==> config.mk <==
export PLATFORM = sky130hd
export DESIGN_NAME = dbg_counter_gate
export DESIGN_NICKNAME = d
export VERILOG_FILES = /design/src/inc/dbg_cnt_pkg.sv /design/src/inc/cnt_if.sv /design/src/logic/dbg_counter_core.sv /design/src/logic/dbg_counter_gate.sv
export SDC_FILE = /design/constraint.sdc
export NUM_CORES = 1
export LEC_CHECK = 0
export BUFFER_PORTS_ARGS = -buffer_cell sky130_fd_sc_hd__buf_4
export CORE_MARGIN = 2
export CORE_UTILIZATION = 55
export CTS_CLUSTER_DIAMETER = 50
export CTS_CLUSTER_SIZE = 28
export DETAILED_ROUTE_END_ITERATION = 8
export PLACE_DENSITY_LB_ADDON = 0.25
export SLEW_MARGIN = 5
export SYNTH_ARGS = -nofsm -noshare
export SYNTH_HDL_FRONTEND = slang
export SYNTH_HIERARCHICAL = 1
export SYNTH_SLANG_ARGS = --single-unit
==> constraint.sdc <==
create_clock -name CORE_CLK_I -period 4.62 [get_ports CORE_CLK_I]
set_input_delay 0.462 -clock CORE_CLK_I [delete_from_list [all_inputs] [get_ports CORE_CLK_I]]
set_output_delay 0.462 -clock CORE_CLK_I [all_outputs]
set_load 0.02 [all_outputs]
==> src/inc/dbg_cnt_pkg.sv <==
package dbg_cnt_pkg;

    // Counter geometry and fixed values
    localparam int CNT_W = 16;
    localparam logic [15:0] CNT_MAX = 16'hFFFF;
    localparam logic [15:0] CNT_ZERO = 16'h0000;
    localparam logic [15:0] CNT_RESET = 16'h0000;
    localparam logic [15:0] ONE_CNT = 16'h0001;

    // Width of a command code from the serial deframer
    localparam int OP_W = 4;

    // Field positions of the status word returned by the status read
    localparam int ST_MODE_LSB = 0;
    localparam int ST_STATE_LSB = 2;
    localparam int ST_HALT_BIT = 4;
    localparam int ST_BRK_BIT = 5;
    localparam int ST_RP_BIT = 6;

    // Counter uses, picked by the mode command
    typedef enum logic [1:0] {
        MODE_OFF = 2'b00,
        MODE_CYCLE = 2'b01,
        MODE_DOWN = 2'b10,
        MODE_MATCH = 2'b11
    } cnt_mode_t;

    localparam cnt_mode_t MODE_RESET = MODE_OFF;

    // Command codes delivered by the serial deframer
    typedef enum logic [3:0] {
        OP_RD_STATUS = 4'h0,
        OP_RD_CNT = 4'h1,
        OP_WR_CNT = 4'h2,
        OP_SET_MODE = 4'h3,
        OP_RD_REG = 4'h4,
        OP_WR_REG = 4'h5,
        OP_RD_MEM = 4'h6,
        OP_WR_MEM = 4'h7,
        OP_CRC = 4'h8
    } dbg_op_t;

    // Command sequencer states
    typedef enum logic [1:0] {
        ST_IDLE = 2'b00,
        ST_XFER = 2'b01,
        ST_CRC = 2'b10
    } seq_state_t;

endpackage

==> src/inc/cnt_if.sv <==
`timescale 1ns/10ps
interface cnt_if;
    import dbg_cnt_pkg::*;

    logic load;
    logic [CNT_W-1:0] load_val;
    logic up;
    logic down;
    logic [CNT_W-1:0] count;

    modport ctrl (
        output load,
        output load_val,
        output up,
        output down,
        input count
    );

    modport core (
        input load,
        input load_val,
        input up,
        input down,
        output count
    );
endinterface

==> src/logic/dbg_counter_core.sv <==
`timescale 1ns/10ps
module dbg_counter_core
    import dbg_cnt_pkg::*;
(
    input wire logic clk_i,
    input wire logic rst_n_i,
    cnt_if.core cnt
);

    // One shared counter; a load beats any count step
    always_ff @(posedge clk_i or negedge rst_n_i) begin
        if (!rst_n_i) begin
            cnt.count <= CNT_RESET;
        end else if (cnt.load) begin
            cnt.count <= cnt.load_val;
        end else if (cnt.up && cnt.count != CNT_MAX) begin
            cnt.count <= cnt.count + ONE_CNT; // Saturates at the top
        end else if (cnt.down && cnt.count != CNT_ZERO) begin
            cnt.count <= cnt.count - ONE_CNT; // Never wraps below zero
        end
    end

endmodule

==> src/logic/dbg_counter_gate.sv <==
`timescale 1ns/10ps
module dbg_counter_gate
    import dbg_cnt_pkg::*;
(
    input wire logic CORE_CLK_I,
    input wire logic RST_B_I,
    input wire logic DEBUG_HALT_I,
    input wire logic [CNT_W-1:0] PC_I,
    input wire logic READ_PROTECT_I,
    input wire logic CMD_VALID_I,
    input wire logic CMD_SRC_SERIAL_I,
    input wire logic [OP_W-1:0] CMD_CODE_I,
    input wire logic [CNT_W-1:0] CMD_DATA_I,
    input wire logic BYTE_STROBE_I,
    input wire logic CRC_VALID_I,
    input wire logic [CNT_W-1:0] CRC_RESIDUAL_I,
    output logic BREAK_REQ_O,
    output logic CMD_ACCEPT_O,
    output logic CMD_REJECT_O,
    output logic BYTES_DONE_O,
    output logic [CNT_W-1:0] RD_DATA_O,
    output logic [CNT_W-1:0] COUNT_O
);

    logic rst_meta;
    logic rst_n;
    logic halt_q;
    cnt_mode_t mode;
    seq_state_t state;
    logic take;
    logic is_xfer;
    logic exit_pulse;
    logic running;
    logic next_brk;
    dbg_op_t op;

    cnt_if cnt ();

    dbg_counter_core u_core (
        .clk_i(CORE_CLK_I),
        .rst_n_i(rst_n),
        .cnt(cnt)
    );

    // Commands allowed while the core runs normally
    function automatic logic ok_running(input dbg_op_t o);
        ok_running = (o == OP_RD_STATUS) || (o == OP_RD_CNT);
    endfunction

    // Commands that could leak program memory contents
    function automatic logic rp_blocked(input dbg_op_t o);
        rp_blocked = (o == OP_RD_MEM) || (o == OP_RD_REG) || (o == OP_CRC);
    endfunction

    // Reset release through two flops; assertion stays asynchronous
    always_ff @(posedge CORE_CLK_I or negedge RST_B_I) begin
        if (!RST_B_I) begin
            rst_meta <= 1'b0;
            rst_n <= 1'b0;
        end else begin
            rst_meta <= 1'b1;
            rst_n <= rst_meta;
        end
    end

    // Command gate decisions
    assign op = dbg_op_t'(CMD_CODE_I);
    assign running = !DEBUG_HALT_I;
    assign take = CMD_VALID_I && CMD_SRC_SERIAL_I
        && (DEBUG_HALT_I || ok_running(op))
        && !(READ_PROTECT_I && rp_blocked(op));
    assign is_xfer = (op == OP_RD_REG) || (op == OP_WR_REG)
        || (op == OP_RD_MEM) || (op == OP_WR_MEM);
    assign exit_pulse = halt_q && !DEBUG_HALT_I;

    // Halt history, for spotting the exit from debug halt
    always_ff @(posedge CORE_CLK_I or negedge rst_n) begin
        if (!rst_n) begin
            halt_q <= 1'b0;
        end else begin
            halt_q <= DEBUG_HALT_I;
        end
    end

    // Counter use selection; only the mode command changes it
    always_ff @(posedge CORE_CLK_I or negedge rst_n) begin
        if (!rst_n) begin
            mode <= MODE_RESET;
        end else if (take && op == OP_SET_MODE) begin
            mode <= cnt_mode_t'(CMD_DATA_I[1:0]);
        end
    end

    // Sequencer for byte transfers and CRC runs
    always_ff @(posedge CORE_CLK_I or negedge rst_n) begin
        if (!rst_n) begin
            state <= ST_IDLE;
        end else if (take && is_xfer) begin
            state <= ST_XFER;
        end else if (take && op == OP_CRC) begin
            state <= ST_CRC;
        end else begin
            case (state)
                ST_XFER: begin
                    if (cnt.count == CNT_ZERO) begin
                        state <= ST_IDLE;
                    end
                end
                ST_CRC: begin
                    if (CRC_VALID_I) begin
                        state <= ST_IDLE;
                    end
                end
                default: begin
                    state <= ST_IDLE;
                end
            endcase
        end
    end

    // Counter steering; command traffic overwrites any break setup
    always_comb begin
        cnt.load = 1'b0;
        cnt.load_val = CMD_DATA_I;
        cnt.up = 1'b0;
        cnt.down = 1'b0;
        if (take && (op == OP_WR_CNT || is_xfer)) begin
            cnt.load = 1'b1; // Byte count or host value
        end else if (state == ST_CRC && CRC_VALID_I) begin
            cnt.load = 1'b1;
            cnt.load_val = CRC_RESIDUAL_I;
        end else if (state == ST_XFER) begin
            cnt.down = BYTE_STROBE_I;
        end else if (state == ST_IDLE && running) begin
            case (mode)
                MODE_CYCLE: begin
                    if (exit_pulse) begin
                        cnt.load = 1'b1;
                        cnt.load_val = CNT_ZERO;
                    end else begin
                        cnt.up = 1'b1;
                    end
                end
                MODE_DOWN: begin
                    cnt.down = 1'b1;
                end
                default: begin
                    cnt.up = 1'b0;
                end
            endcase
        end
    end

    // Break request holds until the core is back in debug halt
    always_comb begin
        next_brk = BREAK_REQ_O;
        if (DEBUG_HALT_I) begin
            next_brk = 1'b0;
        end else if (state == ST_IDLE) begin
            if (mode == MODE_DOWN && cnt.count == CNT_ZERO) begin
                next_brk = 1'b1;
            end else if (mode == MODE_MATCH && cnt.count == PC_I) begin
                next_brk = 1'b1;
            end
        end
    end

    always_ff @(posedge CORE_CLK_I or negedge rst_n) begin
        if (!rst_n) begin
            BREAK_REQ_O <= 1'b0;
        end else begin
            BREAK_REQ_O <= next_brk;
        end
    end

    // Per-command answer pulses; a dropped command never reaches the counter
    always_ff @(posedge CORE_CLK_I or negedge rst_n) begin
        if (!rst_n) begin
            CMD_ACCEPT_O <= 1'b0;
            CMD_REJECT_O <= 1'b0;
        end else begin
            CMD_ACCEPT_O <= take;
            CMD_REJECT_O <= CMD_VALID_I && !take;
        end
    end

    // End of a byte transfer
    always_ff @(posedge CORE_CLK_I or negedge rst_n) begin
        if (!rst_n) begin
            BYTES_DONE_O <= 1'b0;
        end else begin
            BYTES_DONE_O <= state == ST_XFER && cnt.count == CNT_ZERO && !take;
        end
    end

    // Read-back data and the counter mirror
    always_ff @(posedge CORE_CLK_I or negedge rst_n) begin
        if (!rst_n) begin
            RD_DATA_O <= CNT_ZERO;
            COUNT_O <= CNT_RESET;
        end else begin
            COUNT_O <= cnt.count;
            if (take && op == OP_RD_CNT) begin
                RD_DATA_O <= cnt.count;
            end else if (take && op == OP_RD_STATUS) begin
                RD_DATA_O <= CNT_ZERO;
                RD_DATA_O[ST_MODE_LSB +: 2] <= mode;
                RD_DATA_O[ST_STATE_LSB +: 2] <= state;
                RD_DATA_O[ST_HALT_BIT] <= DEBUG_HALT_I;
                RD_DATA_O[ST_BRK_BIT] <= BREAK_REQ_O;
                RD_DATA_O[ST_RP_BIT] <= READ_PROTECT_I;
            end
        end
    end

    AST_CYC_INC: assert property (@(posedge CORE_CLK_I) disable iff (!rst_n)
        (mode == MODE_CYCLE && state == ST_IDLE && running && !exit_pulse && !take
            && cnt.count != CNT_MAX) |=> cnt.count == $past(cnt.count) + ONE_CNT)
        else $error("cycle count did not step by one");

    AST_CYC_SAT: assert property (@(posedge CORE_CLK_I) disable iff (!rst_n)
        (mode == MODE_CYCLE && state == ST_IDLE && cnt.count == CNT_MAX && !cnt.load)
            |=> cnt.count == CNT_MAX)
        else $error("cycle count left saturation");

    AST_CYC_CLR: assert property (@(posedge CORE_CLK_I) disable iff (!rst_n)
        (mode == MODE_CYCLE && state == ST_IDLE && exit_pulse && !take)
            |=> cnt.count == CNT_ZERO ##1 COUNT_O == CNT_ZERO)
        else $error("counter not cleared on halt exit");

    AST_DOWN_BRK: assert property (@(posedge CORE_CLK_I) disable iff (!rst_n)
        (mode == MODE_DOWN && state == ST_IDLE && running && cnt.count == CNT_ZERO)
            |=> BREAK_REQ_O)
        else $error("countdown reached zero without break");

    AST_MATCH_BRK: assert property (@(posedge CORE_CLK_I) disable iff (!rst_n)
        (mode == MODE_MATCH && state == ST_IDLE && running && cnt.count == PC_I)
            |=> BREAK_REQ_O)
        else $error("match did not raise break");

    AST_ONLY_SEL: assert property (@(posedge CORE_CLK_I) disable iff (!rst_n)
        $rose(BREAK_REQ_O) |-> $past(mode) == MODE_DOWN || $past(mode) == MODE_MATCH)
        else $error("break raised by unselected use");

    AST_XFER_LD: assert property (@(posedge CORE_CLK_I) disable iff (!rst_n)
        (take && is_xfer) |=> cnt.count == $past(CMD_DATA_I) && state == ST_XFER)
        else $error("transfer byte count not loaded");

    AST_CRC_LD: assert property (@(posedge CORE_CLK_I) disable iff (!rst_n)
        (state == ST_CRC && CRC_VALID_I && !take) |=> cnt.count == $past(CRC_RESIDUAL_I))
        else $error("crc residual not held");

    AST_SRC: assert property (@(posedge CORE_CLK_I) disable iff (!rst_n)
        (CMD_VALID_I && !CMD_SRC_SERIAL_I) |=> CMD_REJECT_O && !CMD_ACCEPT_O)
        else $error("command from wrong source accepted");

    AST_RUN_SUB: assert property (@(posedge CORE_CLK_I) disable iff (!rst_n)
        (CMD_VALID_I && running && !ok_running(op)) |=> CMD_REJECT_O)
        else $error("full command accepted while running");

    AST_HALT_ALL: assert property (@(posedge CORE_CLK_I) disable iff (!rst_n)
        (CMD_VALID_I && CMD_SRC_SERIAL_I && DEBUG_HALT_I && !READ_PROTECT_I) |=> CMD_ACCEPT_O)
        else $error("halted command refused without protection");

    AST_RP: assert property (@(posedge CORE_CLK_I) disable iff (!rst_n)
        (CMD_VALID_I && READ_PROTECT_I && rp_blocked(op)) |=> CMD_REJECT_O && !CMD_ACCEPT_O)
        else $error("protected command accepted");

endmodule

# ---- Word-level counts from Yosys, hierarchy flattened
# Index checks and enable logic that the tools add are counted.
# W data, S select, Z words.
dict set report classes {
  addsub 2
  muxes 37
  n_eq_ne 17
  reduce_logical 41
}
# operator n
set op_table {}
lappend op_table {{$mux W16} 11}
lappend op_table {{$mux W1} 21}
lappend op_table {{$logic_and A1 B1 Y1} 20}
lappend op_table {{$add A16 B1 Y16 const B} 1}
lappend op_table {{$eq A16 B16 Y1} 1}
lappend op_table {{$eq A4 B3 Y1 const B} 4}
lappend op_table {{$logic_not A16 Y1} 1}
lappend op_table {{$ne A16 B16 Y1 const B} 1}
lappend op_table {{$reduce_bool A16 Y1} 1}
lappend op_table {{$sub A16 B1 Y16 const B} 1}
lappend op_table {{$eq A4 B2 Y1 const B} 2}
lappend op_table {{$logic_or A1 B1 Y1} 8}
lappend op_table {{$mux W2} 4}
lappend op_table {{$eq A2 B2 Y1 const B} 3}
lappend op_table {{$reduce_bool A3 Y1} 2}
lappend op_table {{$eq A2 B1 Y1 const B} 2}
lappend op_table {{$eq A4 B1 Y1 const B} 1}
lappend op_table {{$eq A4 B4 Y1 const B} 1}
lappend op_table {{$logic_not A4 Y1} 1}
lappend op_table {{$ne A4 B3 Y1 const B} 1}
lappend op_table {{$ne A4 B4 Y1 const B} 1}
lappend op_table {{$pmux W2 S2} 1}
lappend op_table {{$reduce_and A2 Y1} 2}
lappend op_table {{$reduce_bool A2 Y1} 2}
lappend op_table {{2 further kinds} 4}
dict set report word_totals {
  input_bits 60
  ff_bits 59
  word_cells 109
}

# ---- Longest topological paths before layout
dict set report depth {
  word_depth 12
  mapped_depth 13
  mapped_depth_nobuf 11
}

# ---- Modules after synthesis
# The synthesis kept the hierarchy.
# module instances area_each_um2 seq_area_each_um2 cells_per_inst
set by_module_without_submodules {}
lappend by_module_without_submodules {dbg_counter_gate 1 2020.7 1076.0 183}
lappend by_module_without_submodules {dbg_counter_core 1 1594.0 400.4 190}

# ---- Worst setup path after synthesis
# Ideal clock, no wire load.
dict set report synth_timing {
  kind {input -> register}
  start {in DEBUG_HALT_I}
  end {reg u_core.cnt.count[15]}
  slack_ns 1.248
  n_path_buf 2
  t_arrival_ns 3.277
  t_required_ns 4.525
  stages 13
  path_cell_list {buf_6 or3_4 nor4b_1 o41a_1 inv_1 ha_1 clkbuf_1 nand3_1 nor3_1 o211ai_1 and4_1 o21a_1 o31ai_1}
}
dict set report synth_between {
  elab_chain_cells 11
  word_cells_on_any_way 34
}
# item line
set synth_lines {}
lappend synth_lines {{start: declaration} dbg_counter_gate.sv:7} ;# input wire logic DEBUG_HALT_I,
lappend synth_lines {{$logic_not A1 Y1} {dbg_counter_gate.sv:68, dbg_counter_gate.sv:74}}
lappend synth_lines {{$logic_and A1 B1 Y1} dbg_counter_gate.sv:74} ;# assign exit_pulse = halt_q && !DEBUG_HALT_I;
lappend synth_lines {{$mux W1} dbg_counter_gate.sv:137} ;# if (exit_pulse) begin
lappend synth_lines {{$mux W1} dbg_counter_gate.sv:135} ;# case (mode)
lappend synth_lines {{$mux W1} dbg_counter_gate.sv:134} ;# end else if (state == ST_IDLE && running) begin
lappend synth_lines {{$mux W1} dbg_counter_gate.sv:132} ;# end else if (state == ST_XFER) begin
lappend synth_lines {{$mux W1} dbg_counter_gate.sv:129} ;# end else if (state == ST_CRC && CRC_VALID_I) begin
lappend synth_lines {{$mux W1 *} dbg_counter_gate.sv:127} ;# if (take && (op == OP_WR_CNT || is_xfer)) begin
lappend synth_lines {{named net cnt.up} cnt_if.sv:7} ;# logic up;
lappend synth_lines {{$logic_and A1 B1 Y1 *} dbg_counter_core.sv:16} ;# end else if (cnt.up && cnt.count != CNT_MAX) begin
lappend synth_lines {{$mux W16} dbg_counter_core.sv:16}
lappend synth_lines {{$mux W16} dbg_counter_core.sv:14} ;# end else if (cnt.load) begin
lappend synth_lines {{end signal: assignment} dbg_counter_core.sv:15} ;# cnt.count <= cnt.load_val;
lappend synth_lines {{end signal: assignment} dbg_counter_core.sv:17} ;# cnt.count <= cnt.count + ONE_CNT;
lappend synth_lines {{end signal: assignment} dbg_counter_core.sv:19} ;# cnt.count <= cnt.count - ONE_CNT;
lappend synth_lines {{end: declaration} cnt_if.sv:24} ;# output count
# Mark *: on every way through the listed nets, which the timed path passes. The rest lies on a longest branch.
# A chain may end at the register's enable or synchronous reset.

# ---- Worst setup path in the final report
dict set report layout_timing {
  start {reg state[1]}
  end {reg u_core.cnt.count[13]}
}
dict set report layout_between {
  elab_chain_cells 9
  word_cells_on_any_way 26
}
# item line
set layout_lines {}
lappend layout_lines {{start: declaration} dbg_counter_gate.sv:29} ;# seq_state_t state;
lappend layout_lines {{start signal: assignment} dbg_counter_gate.sv:97} ;# state <= ST_IDLE;
lappend layout_lines {{start signal: assignment} dbg_counter_gate.sv:99} ;# state <= ST_XFER;
lappend layout_lines {{start signal: assignment} dbg_counter_gate.sv:101} ;# state <= ST_CRC;
lappend layout_lines {{$logic_not A2 Y1} dbg_counter_gate.sv:134}
lappend layout_lines {{$logic_and A1 B1 Y1} dbg_counter_gate.sv:134}
lappend layout_lines {{$mux W1} dbg_counter_gate.sv:134}
lappend layout_lines {{$mux W1} dbg_counter_gate.sv:132}
lappend layout_lines {{$mux W1 *} dbg_counter_gate.sv:129}
lappend layout_lines {{$mux W1 *} dbg_counter_gate.sv:127}
lappend layout_lines {{named net cnt.up} cnt_if.sv:7}
lappend layout_lines {{$logic_and A1 B1 Y1 *} dbg_counter_core.sv:16}
lappend layout_lines {{$mux W16} dbg_counter_core.sv:16}
lappend layout_lines {{$mux W16} dbg_counter_core.sv:14}
# Marked as above.

==> impl_metrics.yaml <==
clock_tree:
  clk_latency_ns: 0.35
  post-cts-setup-buffers: 0
  cts_buffers: 9
  tritoncts: "yes"
  cts_max_path_buffers: 2
  htree_levels: 3
  cts_sinks: 59
  clkTransAtPathRegs_ns: 0.07
  cts-root-buf: "clkbuf_8"
timing:
  layout_min_cycle_time_ns: 3.71
  skew_ns: 0.00682
  rsz0062_at_grt: "no"
  worst_slack_ns: 0.906
  tns_ns: 0
  slew_violations: 0
  max_slew_margin: 0.431
  hold_viol: 0
  tightest_slew_ns: 0.851
  finalCritPeriodShare: 0.804
  setup_violations: 0
  clock.fmax_ghz: 0.269
setup_path:
  crit_fanout: 18
  cp.arrival_ns: 3.96
  start_kind: "register"
  cp_common_cell: "o21ai_0"
  slowest_delay_ns: 0.46
  critPathKind: "register to register"
  cp_cell_sequence: "or3_4 > nor4b_1 > o41a_1 > inv_1 > ha_1 > a211oi_1 > nor3_1 > o21ai_0 > o21ai_0 > and4_1 > nor4_1"
  cp.required_ns: 4.87
  worst_setup_path_end_kind: "register"
  crit_slowest_cell: "dfrtp_1"
drt:
  first_pass_iters: 5
  vias: 3387
  ant_nets: 0
  first_iter_violations: 251
  viasPerCell: 6.17
  wl_per_cell_um: 17.9
  routed_wl_mm: 9.85
  drc_errors: 0
synthesis:
  synth_top_area_frac: 0.408
  synth.cell_area_mm2: 0.00361
  ys_seq_area_frac: 0.408
  postSynth.asyncResetShare: 1.00
  synth-seq-cells: 59
  synthCells: 373
  yosys_warnings: 6
  synth-edff-count: 0
  synthTopCellsByArea: "dfrtp_1 41%, ha_1 5.5%, nand2_1 4.5%"
  avgSynthCellArea_um2: 9.69
  synthDistinctLibCells: 61
  yosys.area.top_type: "dfrtp_1"
  syn_nets: 450
  yosys_most_used_dff: "dfrtp_1"
placement:
  port_buffers: 95
  routabilityCongestion: 0.937
  placed_cells: 532
  place_hpwl_mm: 6.97
  preCtsSetupSlack_ns: 0.803
die:
  start_util: 0.569
  dieArea_mm2: 0.00724
  ios: 96
  die_h_um: 85.1
  core_mm2: 0.00635
  die_width_um: 85.1
  core.rowCount: 29
status:
  status: "completed"
power_and_ir_drop:
  seqPwrFrac: 0.353
  max-vdd-ir-drop_v: 0.000366
  intPower_mw: 1.56
  switching_power_mw: 1.18
  p_sw_frac: 0.431
  power_frac_comb: 0.473
  p_per_area_mw_per_mm2: 601
  clockPowerShare: 0.174
  power_leakage_nw: 2.09
layout:
  drive_gt1_frac: 0.265
  final_common_cell: "buf_4"
  diodes: 0
  layout_common_cells: "97 x buf_4, 58 x dfrtp_1, 43 x nand2_1"
  flow.area_growth_from_synthesis_pct: 26.1
  layout.nets: 544
  multi_input_area_mm2: 0.00202
  layoutNonFillerInstCount: 549
  fill_cells: 461
  seqCellArea_mm2: 0.00148
global_route:
  grt_util_all_layers: 0.280
  antenna_found_initial: 0
  gr-total-overflow: 0
  grt_pass1_wl_mm: 16.2
  grt_max_degree: 58
  grt_pass1_vias: 3327
min_path:
  min_path_type: "input pin to register"
flow_run:
  cap_viol_max_count: 0
[through the flow]
step	hold WS (ns)	area (µm²)	power, mW	util
finish	0.303	4560	2.74	0.718
global route	0.311	4560	2.92	0.718
CTS	0.301	4560	2.72	0.718
detailed placement	0.246	4350	2.23	0.685
global placement	0.244	4350	2.20	0.685
floorplan	0.166	3610	1.77	-
[layer usage]
metal | track usage | vias to the layer above | wire length (µm)
met5 | 0 | - | 0
li1 | - | 1594 | -
met4 | 0.0880 | 0 | 163
met2 | 0.460 | 166 | 4630
met1 | 0.370 | 1610 | 4300
met3 | 0.0652 | 17 | 754
[kinds of logic (layout without fill, tap and decap cells)]
family	count (synthesis)	in the layout	synth area share
AND/OR/NAND/NOR	120	120	0.174
AO/OA/AOI/OAI	117	117	0.231
flip-flops	59	59	0.408
buffers and inverters	24	123	0.0339
XOR/XNOR	23	23	0.0557
adder cells (fa/ha/maj)	17	17	0.0609
multiplexers	12	12	0.0353
other	1	1	0.00104
[synth_stat cells (2+ instances only)]
library cell  number
inv_1              9
o31ai_1            2
o21ai_0           28
buf_6              4
ha_1              16
nor2b_1            2
mux2i_1            6
a21o_1            11
and3_1             4
o211ai_1           4
clkbuf_1           9
xnor2_1            5
xor2_1            18
a41oi_1            2
nand2b_1           2
o2111ai_1          2
a22o_1            16
nor2_1            14
a211oi_1           7
nor3_1             9
nand4b_1           3
mux2_2             6
a41o_1             2
dfrtp_1           59
nor4_1            16
nor3b_1            2
and2_1             2
a21oi_1           20
nand2_1           43
nor4b_1            2
nand4_1            6
and4_1             4
buf_2              2
nand3_1            4
o21a_1             4
a2bb2oi_1          3
[area by class of cell]
cell class | instances | share of cell area
Clock buffer | 14 | 0.0357
Sequential cell | 59 | 0.324
Clock inverter | 2 | 0.00768
Timing Repair Buffer | 98 | 0.162
Multi-Input combinational cell | 290 | 0.442
Inverter | 9 | 0.00741
Tap cell | 77 | 0.0211
[power by group through the flow]
stage	Sequential, mW	Combinational (mW)	Clock [mW]
2_1_floorplan	1.02	0.752	0
3_3_place_gp	0.965	1.24	0
3_5_place_dp	0.969	1.27	0
4_1_cts	0.961	1.28	0.483
5_1_grt	0.991	1.42	0.511
6_report	0.968	1.30	0.476
[state kept, by name, indices dropped and copies added (netlist names)]
| register | flops |
|---|---|
| rst_n | 1 |
| CMD_REJECT_O | 1 |
| COUNT_O | 16 |
| RD_DATA_O | 16 |
| BREAK_REQ_O | 1 |
| u_core/cnt.count | 16 |
| BYTES_DONE_O | 1 |
| state | 2 |
| rst_meta | 1 |
| halt_q | 1 |
| CMD_ACCEPT_O | 1 |
| mode | 2 |
[critical path: cells and delay by family (launching register included)]
family	cells	cell delay (ns)
AND/OR/NAND/NOR	5	1.28
adder cells (fa/ha/maj)	1	0.40
AO/OA/AOI/OAI	4	1.14
flip-flops	1	0.46
buffers and inverters	1	0.33
[final timing paths]
| path | start | end | slack [ns] | depth (start not counted) |
|---|---|---|---|---|
| worst max-delay path | state[1] | u_core/cnt.count[13] | 0.91 | 11 |
| worst min-delay path | DEBUG_HALT_I | halt_q | 0.30 | 1 |
| worst max register to register | state[1] | u_core/cnt.count[13] | 0.91 | 11 |
| worst min register to register | rst_meta | rst_n | 0.36 | 0 |
| max in group asynchronous | rst_n | RD_DATA_O[9] | 3.73 | 1 |
| min in group asynchronous | rst_n | RD_DATA_O[2] | 0.41 | 1 |
[repair_timing]
| item | 4_1_cts | 5_1_grt |
|---|---|---|
| setup endpoints to repair | 0 | 0 |
| hold buffers | 1 | 0 |
| gates resized for setup | 0 | 0 |
| hold endpoints to repair | 2 | 0 |
No activity file was read; power rests on OpenSTA's default activity.
